**src/cirs_pkg.sv**
```systemverilog
// Shared constants, types and helpers of the comparator interrupt and reset status registers
package cirs_pkg;

  // ********************************************************************
  // Widths
  // ********************************************************************
  localparam int DATA_W = 8;
  localparam int ADDR_W = 8;
  localparam int PORT_W = 5;
  localparam int CMP_N = 2;
  localparam int MODE_W = 3;

  // ********************************************************************
  // File addresses, bank select in bit 7
  // ********************************************************************
  localparam logic [ADDR_W-1:0] ADDR_PORTA = 8'h05;
  localparam logic [ADDR_W-1:0] ADDR_FLAG = 8'h0C;
  localparam logic [ADDR_W-1:0] ADDR_CMP_CTRL = 8'h1F;
  localparam logic [ADDR_W-1:0] ADDR_ENABLE = 8'h8C;
  localparam logic [ADDR_W-1:0] ADDR_RESET_CAUSE = 8'h8E;

  // ********************************************************************
  // Field positions
  // ********************************************************************
  localparam int CMP_IRQ_BIT = 6;
  localparam int POR_BIT = 1;
  localparam int BOR_BIT = 0;
  localparam int CMP_OUT_LSB = 6;
  localparam int MODE_LSB = 0;
  localparam int PIN_A = 3;
  localparam int PIN_B = 4;

  // ********************************************************************
  // Encodings and reset values
  // ********************************************************************
  localparam logic [MODE_W-1:0] MODE_PIN_OUT = 3'h6;
  localparam logic [MODE_W-1:0] MODE_RST = 3'h0;
  localparam logic FLAG_RST = 1'h0;
  localparam logic ENABLE_RST = 1'h0;
  localparam logic POR_AFTER_POWER_ON = 1'h0;
  localparam logic BOR_AFTER_POWER_ON = 1'h1;
  localparam logic BOR_AFTER_BROWNOUT = 1'h0;

  typedef logic [ADDR_W-1:0] cirs_addr_t;
  typedef logic [DATA_W-1:0] cirs_byte_t;

  // Byte with a single bit placed at a position, all others zero
  function automatic cirs_byte_t cirs_bit_byte(input int pos, input logic v);
    cirs_byte_t b;
    b = 8'h00;
    b[pos] = v;
    return b;
  endfunction

endpackage

```
**src/cirs_sync_if.sv**
```systemverilog
// Carrier between an asynchronous input group and its synchroniser
`timescale 1ns/1ps
interface cirs_sync_if #(parameter int W = 1);
  logic [W-1:0] raw;
  logic [W-1:0] clean;
  modport sync_mp(input raw, output clean);
  modport user_mp(output raw, input clean);
endinterface // cirs_sync_if

```
**src/cirs_sync3.sv**
```systemverilog
// Three-stage input synchroniser with agreement filter
`timescale 1ns/1ps
module cirs_sync3 #(
  parameter int W = 1
) (
  input wire logic ref_clk_i,
  input wire logic reset_n_i,
  cirs_sync_if.sync_mp link
);

  logic [W-1:0] s1_reg;
  logic [W-1:0] s2_reg;
  logic [W-1:0] s3_reg;
  logic [W-1:0] clean_reg;
  logic [W-1:0] agree;
  logic [W-1:0] clean_next;

  // A bit only moves once stages two and three agree, so a glitch
  // caught by one stage alone never reaches the user
  assign agree = ~(s2_reg ^ s3_reg);
  assign clean_next = (s2_reg & agree) | (clean_reg & ~agree);
  assign link.clean = clean_reg;

  // Stage one feeds stage two only
  always_ff @(posedge ref_clk_i or negedge reset_n_i) begin
    if (!reset_n_i) begin
      s1_reg <= '0;
      s2_reg <= '0;
      s3_reg <= '0;
      clean_reg <= '0;
    end else begin
      s1_reg <= link.raw;
      s2_reg <= s1_reg;
      s3_reg <= s2_reg;
      clean_reg <= clean_next;
    end
  end
endmodule // cirs_sync3

```
**src/cirs_regs.sv**
```systemverilog
// Comparator interrupt, comparator output and reset cause register group
// Summary of operation
// - Enable register at 8Ch, bit 6 enables comparator interrupt, resets to 0.
// - Unimplemented addresses and unimplemented bit positions read as zero.
// - Flag register at 0Ch, bit 6 read-write, resets 0, set on comparator change.
// - Flags set on their condition regardless of individual or global enable.
// - Reset cause bit 1 reads 0 after power-on; software sets it to 1.
// - Reset cause bit 0 reads 0 after brown-out, else 1; software sets it.
// - Brown-out bit undefined after power-on; software sets then checks later. Power-on loads it with 1 here.
// - Brown-out bit value is unspecified while the brown-out circuit is disabled.
// - Reset cause bits 7 to 2 are unimplemented and read zero.
// - Comparator output bits read-only in comparator control register.
// - Mode 110 routes raw comparator outputs to port A pins 3 and 4.
// - Port A direction bits still gate those pin drivers in that mode.
// - Port data reads return 0 for pins configured as analog inputs.
// - Configuration bit enables brown-out reset circuit when set.
`timescale 1ns/1ps
module cirs_regs (
  input wire logic ref_clk_i,
  input wire logic reset_n_i,
  input wire logic [7:0] file_addr_i,
  input wire logic file_wr_en_i,
  input wire logic [7:0] file_wr_data_i,
  input wire logic file_rd_en_i,
  output logic [7:0] file_rd_data_o,
  input wire logic [1:0] cmp_out_i,
  input wire logic [4:0] porta_pin_i,
  input wire logic [4:0] porta_analog_i,
  input wire logic [4:0] porta_direction_i,
  input wire logic [4:0] porta_latch_i,
  input wire logic por_cause_i,
  input wire logic brownout_cause_i,
  input wire logic brownout_circuit_en_i,
  output logic comparator_irq_o,
  output logic [2:0] comparator_mode_sel_o,
  output logic porta_pin3_o,
  output logic porta_pin3_oe_o,
  output logic porta_pin4_o,
  output logic porta_pin4_oe_o
);

  // ********************************************************************
  // Input synchronisers
  // ********************************************************************
  cirs_sync_if #(.W(cirs_pkg::CMP_N)) cmp_link ();
  cirs_sync_if #(.W(cirs_pkg::PORT_W)) pin_link ();

  assign cmp_link.raw = cmp_out_i;
  assign pin_link.raw = porta_pin_i;

  cirs_sync3 #(.W(cirs_pkg::CMP_N)) u_cmp_sync (
    .ref_clk_i(ref_clk_i),
    .reset_n_i(reset_n_i),
    .link(cmp_link.sync_mp)
  );

  cirs_sync3 #(.W(cirs_pkg::PORT_W)) u_pin_sync (
    .ref_clk_i(ref_clk_i),
    .reset_n_i(reset_n_i),
    .link(pin_link.sync_mp)
  );

  // ********************************************************************
  // State
  // ********************************************************************
  logic flag_reg;
  logic flag_next;
  logic enable_reg;
  logic enable_next;
  logic [2:0] mode_reg;
  logic [2:0] mode_next;
  logic [1:0] cmp_seen_reg;
  logic [1:0] cmp_seen_next;
  logic por_reg;
  logic por_next;
  logic bor_reg;
  logic bor_next;
  logic release_reg;
  logic [7:0] rd_data_reg;
  logic [7:0] rd_data_next;

  // ********************************************************************
  // Address decode
  // ********************************************************************
  logic hit_porta;
  logic hit_flag;
  logic hit_cmp_ctrl;
  logic hit_enable;
  logic hit_cause;
  logic hit_any;
  logic wr_flag;
  logic wr_enable;
  logic wr_cmp_ctrl;
  logic wr_cause;
  logic rd_cmp_ctrl;

  // Full eight-bit compare, so the bank bit is part of every decode
  assign hit_porta = (file_addr_i == cirs_pkg::ADDR_PORTA);
  assign hit_flag = (file_addr_i == cirs_pkg::ADDR_FLAG);
  assign hit_cmp_ctrl = (file_addr_i == cirs_pkg::ADDR_CMP_CTRL);
  assign hit_enable = (file_addr_i == cirs_pkg::ADDR_ENABLE);
  assign hit_cause = (file_addr_i == cirs_pkg::ADDR_RESET_CAUSE);
  assign hit_any = hit_porta | hit_flag | hit_cmp_ctrl | hit_enable | hit_cause;
  assign wr_flag = file_wr_en_i & hit_flag;
  assign wr_enable = file_wr_en_i & hit_enable;
  assign wr_cmp_ctrl = file_wr_en_i & hit_cmp_ctrl;
  assign wr_cause = file_wr_en_i & hit_cause;
  assign rd_cmp_ctrl = file_rd_en_i & hit_cmp_ctrl;

  // ********************************************************************
  // Comparator change flag and interrupt request
  // ********************************************************************
  logic cmp_changed;
  logic [1:0] cmp_now;

  assign cmp_now = cmp_link.clean;
  assign cmp_changed = (cmp_now != cmp_seen_reg);
  // flag set over write; enable plays no part in setting
  assign flag_next = cmp_changed ? 1'h1 :
                     (wr_flag ? file_wr_data_i[cirs_pkg::CMP_IRQ_BIT] : flag_reg);
  // reading the control register re-arms the compare
  assign cmp_seen_next = rd_cmp_ctrl ? cmp_now : cmp_seen_reg;
  assign enable_next = wr_enable ? file_wr_data_i[cirs_pkg::CMP_IRQ_BIT] : enable_reg;
  // request while flag and enable both set
  assign comparator_irq_o = flag_reg & enable_reg;

  // Mode field only; output bit positions ignore writes
  // outputs not writable
  assign mode_next = wr_cmp_ctrl ?
                     file_wr_data_i[cirs_pkg::MODE_LSB +: cirs_pkg::MODE_W] : mode_reg;
  assign comparator_mode_sel_o = mode_reg;

  // Register file proper
  always_ff @(posedge ref_clk_i or negedge reset_n_i) begin
    if (!reset_n_i) begin
      flag_reg <= cirs_pkg::FLAG_RST;
      enable_reg <= cirs_pkg::ENABLE_RST;
      mode_reg <= cirs_pkg::MODE_RST;
      cmp_seen_reg <= 2'h0;
      rd_data_reg <= 8'h00;
    end else begin
      flag_reg <= flag_next;
      enable_reg <= enable_next;
      mode_reg <= mode_next;
      cmp_seen_reg <= cmp_seen_next;
      rd_data_reg <= rd_data_next;
    end
  end

  // ********************************************************************
  // Reset cause indicators
  // ********************************************************************
  logic bor_event;

  // brown-out only counts while its circuit is enabled
  assign bor_event = brownout_cause_i & brownout_circuit_en_i;

  // The cause bits must survive non power-on resets, so they carry no
  // asynchronous reset; the first edge after release loads the cause
  // power-on clears indicator; brown-out bit defined as 1 then
  assign por_next = (release_reg & por_cause_i) ? cirs_pkg::POR_AFTER_POWER_ON :
                    (wr_cause ? file_wr_data_i[cirs_pkg::POR_BIT] : por_reg);
  // brown-out clears indicator; disabled circuit leaves it as is
  assign bor_next = (release_reg & por_cause_i) ? cirs_pkg::BOR_AFTER_POWER_ON :
                    (release_reg & bor_event) ? cirs_pkg::BOR_AFTER_BROWNOUT :
                    (wr_cause ? file_wr_data_i[cirs_pkg::BOR_BIT] : bor_reg);

  // High through reset and at the first edge after reset release
  always_ff @(posedge ref_clk_i or negedge reset_n_i) begin
    if (!reset_n_i) begin
      release_reg <= 1'h1;
    end else begin
      release_reg <= 1'h0;
    end
  end

  // Cause bits, clocked without reset
  always_ff @(posedge ref_clk_i) begin
    por_reg <= por_next;
    bor_reg <= bor_next;
  end

  // ********************************************************************
  // Read path
  // ********************************************************************
  logic [7:0] rd_porta;
  logic [7:0] rd_flag;
  logic [7:0] rd_enable;
  logic [7:0] rd_cmp;
  logic [7:0] rd_cause;
  logic [7:0] rd_value;
  logic [4:0] pin_digital;

  assign pin_digital = pin_link.clean & ~porta_analog_i;
  assign rd_porta = {3'h0, pin_digital};
  assign rd_flag = cirs_pkg::cirs_bit_byte(cirs_pkg::CMP_IRQ_BIT, flag_reg);
  assign rd_enable = cirs_pkg::cirs_bit_byte(cirs_pkg::CMP_IRQ_BIT, enable_reg);
  assign rd_cmp = cirs_pkg::cirs_bit_byte(cirs_pkg::CMP_OUT_LSB, cmp_now[0]) |
                  cirs_pkg::cirs_bit_byte(cirs_pkg::CMP_OUT_LSB + 1, cmp_now[1]) |
                  {5'h00, mode_reg};
  assign rd_cause = cirs_pkg::cirs_bit_byte(cirs_pkg::POR_BIT, por_reg) |
                    cirs_pkg::cirs_bit_byte(cirs_pkg::BOR_BIT, bor_reg);
  assign rd_value = hit_porta ? rd_porta :
                    hit_flag ? rd_flag :
                    hit_enable ? rd_enable :
                    hit_cmp_ctrl ? rd_cmp :
                    hit_cause ? rd_cause : 8'h00;
  // Read data holds between reads so a slow core can sample late
  assign rd_data_next = file_rd_en_i ? rd_value : rd_data_reg;
  assign file_rd_data_o = rd_data_reg;

  // ********************************************************************
  // Port A pin routing
  // ********************************************************************
  logic pin_mode;

  assign pin_mode = (mode_reg == cirs_pkg::MODE_PIN_OUT);
  // raw comparator outputs, deliberately not synchronised
  assign porta_pin3_o = pin_mode ? cmp_out_i[0] : porta_latch_i[cirs_pkg::PIN_A];
  assign porta_pin4_o = pin_mode ? cmp_out_i[1] : porta_latch_i[cirs_pkg::PIN_B];
  // direction bit still gates driver (1 means input)
  assign porta_pin3_oe_o = ~porta_direction_i[cirs_pkg::PIN_A];
  assign porta_pin4_oe_o = ~porta_direction_i[cirs_pkg::PIN_B];
endmodule // cirs_regs

```
**config.mk**
```make
export PLATFORM = sky130hd
export DESIGN_NAME = cirs_regs
export DESIGN_NICKNAME = d
export VERILOG_FILES = /design/src/cirs_pkg.sv /design/src/cirs_sync_if.sv /design/src/cirs_sync3.sv /design/src/cirs_regs.sv
export SDC_FILE = /design/constraint.sdc
export NUM_CORES = 1
export LEC_CHECK = 0
export BUFFER_PORTS_ARGS = -buffer_cell sky130_fd_sc_hd__clkbuf_2
export CAP_MARGIN = 20
export CORE_MARGIN = 4
export CORE_UTILIZATION = 44
export CTS_CLUSTER_SIZE = 8
export DETAILED_ROUTE_END_ITERATION = 16
export PLACE_DENSITY = 0.71
export SLEW_MARGIN = 5
export SYNTH_ARGS = -nofsm -noshare
export SYNTH_HDL_FRONTEND = slang
export SYNTH_SLANG_ARGS = --single-unit
```
**constraint.sdc**
```tcl
create_clock -name ref_clk_i -period 1.05 [get_ports ref_clk_i]
set_input_delay 0.105 -clock ref_clk_i [delete_from_list [all_inputs] [get_ports ref_clk_i]]
set_output_delay 0.105 -clock ref_clk_i [all_outputs]
set_load 0.02 [all_outputs]
```
==> impl_metrics.tcl <==
set metrics [dict create \
    antennaDiodeCount 0 \
    routed_via_density 5.02 \
    clk_pin_slew_ns 0.08 \
    synthFlopType "dfrtp_1" \
    critPathRequiredTime_ns 0.94 \
    gr_overflow_total 0 \
    drt_wl_total_mm 3.69 \
    fp.dieArea_sq_um 5040 \
    setup-violations-final 5 \
    worst_path_largest_cell_delay_ns 0.40 \
    clk_skew_ns 0.00839 \
    detail_route.drc_violations 0 \
    p_clk_share_pct 32.4 \
    htree_levels 2 \
    post_synth_inst_count 128 \
    sequential_power_share_pct 56.0 \
    p_per_area_nw_per_um2 1360 \
    area_growth_pct 40.8 \
    fmaxAchievable_mhz 691 \
    vdd_ir_max_uv 1220 \
    dr.max_layer_used "met4" \
    seq_area_frac_synth_pct 64.1 \
    synthesis.area_sq_um 1740 \
    share_comb_of_total_power_pct 11.7 \
    synth_cell_types 35 \
    clock-sinks 45 \
    timing.final.crit_period_ns 1.45 \
    dr.first_iter.drc_count 33 \
    via_count 1314 \
    worstPathArrival_ns 1.34 \
    endpoint_kind "output port" \
    timing.final.max_slew_violations 0 \
    wl_met1_mm 1.57 \
    fp.dieW_um 71.0 \
    cts_tree "done" \
    post-route-util_pct 65.6 \
    clock_insertion_delay_worst_skew_ns 0.29 \
    route.detailed.wl_per_inst_um 14.1 \
    grt_pass1_wl_mm 6.33 \
    port-buffer-count 49 \
    critPathMaxFanout 2 \
    status "complete, but fails checks" \
    startpoint_type "flip-flop" \
    synth-seq-cells 45 \
    final-hold-violation-count 0 \
    grt_max_degree 25 \
    failed_checks "setup timing" \
    crit_slowest_cell "dfrtp_2" \
    die_y_um 71.0 \
    floorplan.rows 22 \
    cells_along_the_critical_path "nand3b_1 > mux2_2 > clkbuf_2" \
    number_of_flops_mapped_to_enable_cells_by_yosys 0 \
    worst_slack_ns -0.397 \
    hpwlAfterDp_mm 2.78 \
    setup-tns-final_ns -0.866 \
    min_period_over_period_pct 138 \
    wl_met3_um 230 \
    ioPinCount 61 \
    class_of_the_tightest_hold_or_removal_check "primary input to flip-flop" \
    maxCapViolations 0 \
    placeableCoreArea_sq_um 3740 \
    drt.antenna.violating_nets 0 \
    floorplan.initialDensity_pct 46.6 \
    antenna_found_initial 0 \
    gr-usage-all-layers_pct 16.0 \
    post_route_cells_drive_above_1_share_pct 43.9 \
    cts-root-to-sink-buffers 2 \
    wl_met2_mm 1.88 \
    cts-root-buf "clkbuf_8" \
    p_leak_nw 1.19 \
    synth_async_sr_flop_share_pct 95.6 \
    power.total_mw 3.33 \
    synth_area_per_cell_sq_um 13.6 \
    gp_congestion 0.823 \
    net-switching-power_uw 768 \
    grt_pass1_vias 1361 \
    rsz_0062_raised_after_global_routing "true" \
    detailedPlace.worstSlack_ns -0.195 \
    criticalPathCategory "flip-flop to output port" \
    cts-buffers-inserted 5 \
    intPower_mw 2.56 \
    yosys_warnings 0 \
    first_pass_iters 4 \
    fin_nets 258 \
    swShare_pct 23.1 \
]
synth_stat cells, types with 3 or more instances:
master / number / area [sq um]
mux2_2: 3 / 33.8
nand2b_1: 3 / 18.8
o211ai_1: 4 / 30.0
nand2_1: 3 / 11.3
nand3_1: 6 / 30.0
dfrtp_1: 42 / 1050
mux2_1: 5 / 56.3
inv_1: 15 / 56.3
nand4_1: 6 / 37.5
a32oi_1: 4 / 35.0
maj3_1: 7 / 70.1
cell type report:
type,instances,area [sq um]
fill,316,1290
sequential,45,1120
multi-input combinational,66,572
timing repair buffer,80,551
clock buffer,6,82.6
tap,48,60.1
inverter,15,56.3
clock inverter,2,13.8
cells in the final DEF, fill, tap and decap left out, types with 2 or more instances in the layout:
| cell type | n |
|---|---|
| clkbuf_2 | 44 |
| dfrtp_1 | 39 |
| buf_4 | 18 |
| inv_1 | 15 |
| dlygate4sd3_1 | 10 |
| maj3_1 | 6 |
| nand4_1 | 6 |
| clkbuf_8 | 6 |
| mux2_1 | 5 |
| nand3_1 | 4 |
| a32oi_1 | 4 |
| o211ai_1 | 4 |
| buf_6 | 4 |
| mux2_2 | 3 |
| nand2b_1 | 3 |
| nand2_1 | 3 |
| dfrtp_2 | 3 |
| buf_8 | 3 |
| nand3_2 | 2 |
| o32ai_1 | 2 |
| o22ai_1 | 2 |
| and4bb_2 | 2 |
| xnor2_1 | 2 |
| nand4bb_1 | 2 |
| conb_1 | 2 |
| dfxtp_1 | 2 |
worst paths after layout:
check	from	to	slack, ns	cells after the start
worst max-delay path	comparator_mode_sel_o[0]	porta_pin3_o	-0.40	3
min in group asynchronous	reset_n_i	file_rd_data_o[4]	0.32	3
worst max register to register	release_reg	bor_reg	-0.06	3
max in group asynchronous	reset_n_i	release_reg	0.41	3
worst min register to register	u_pin_sync.s1_reg[3]	u_pin_sync.s2_reg[3]	0.35	0
worst min-delay path	por_cause_i	por_reg	0.03	2
power groups by stage:
stage | Clock [mW] | Sequential [mW] | Combinational [mW]
4_1_cts | 1.13 | 1.86 | 0.374
3_5_place_dp | 0 | 1.90 | 0.316
3_3_place_gp | 0 | 1.89 | 0.305
2_1_floorplan | 0 | 1.90 | 0.120
5_1_grt | 1.24 | 1.87 | 0.428
6_report | 1.08 | 1.86 | 0.388
per-layer routing:
metal | up-vias | GRT usage, %
li1 | 633 | -
met1 | 644 | 20.5
met2 | 35 | 26.1
met3 | 2 | 6.53
met4 | 0 | 2.51
met5 | - | 0
critical path, delay by kind of cell (launching register included):
kind,cells,cell delay [ns]
flops,1,0.40
simple gates,1,0.21
mux,1,0.30
buf+inv,1,0.15
cells by family (layout without fill, tap and decap cells):
| family | Yosys count | after routing | share of synthesized area, % |
|---|---|---|---|
| DFF | 45 | 45 | 64.1 |
| and+or+nand+nor | 30 | 30 | 13.4 |
| buffers and inverters | 18 | 103 | 4.16 |
| AOI/OAI and AO/OA | 17 | 17 | 7.96 |
| muxes | 8 | 8 | 5.16 |
| adders and majority gates | 7 | 7 | 4.02 |
| xor gates and xnor gates | 2 | 2 | 1.00 |
| other | 1 | 2 | 0.215 |
per-stage QoR:
stage	cell area, sq um	instances	hold WS [ns]
2_1_floorplan	1760	129	-0.191
3_3_place_gp	2160	238	0.108
3_5_place_dp	2160	238	0.0946
4_1_cts	2420	260	0.0182
5_1_grt	2460	262	0.0308
6_report	2460	262	0.0291
what timing repair did:
| action | CTS | global route |
|---|---|---|
| setup buffers | 4 | 3 |
| hold endpoints to repair | 51 | 0 |
| gates resized for setup | 9 | 11 |
| pin swaps | 2 | 4 |
| setup endpoints to repair | 8 | 9 |
| hold buffers | 10 | 0 |
(Power assumes the default switching activity.)
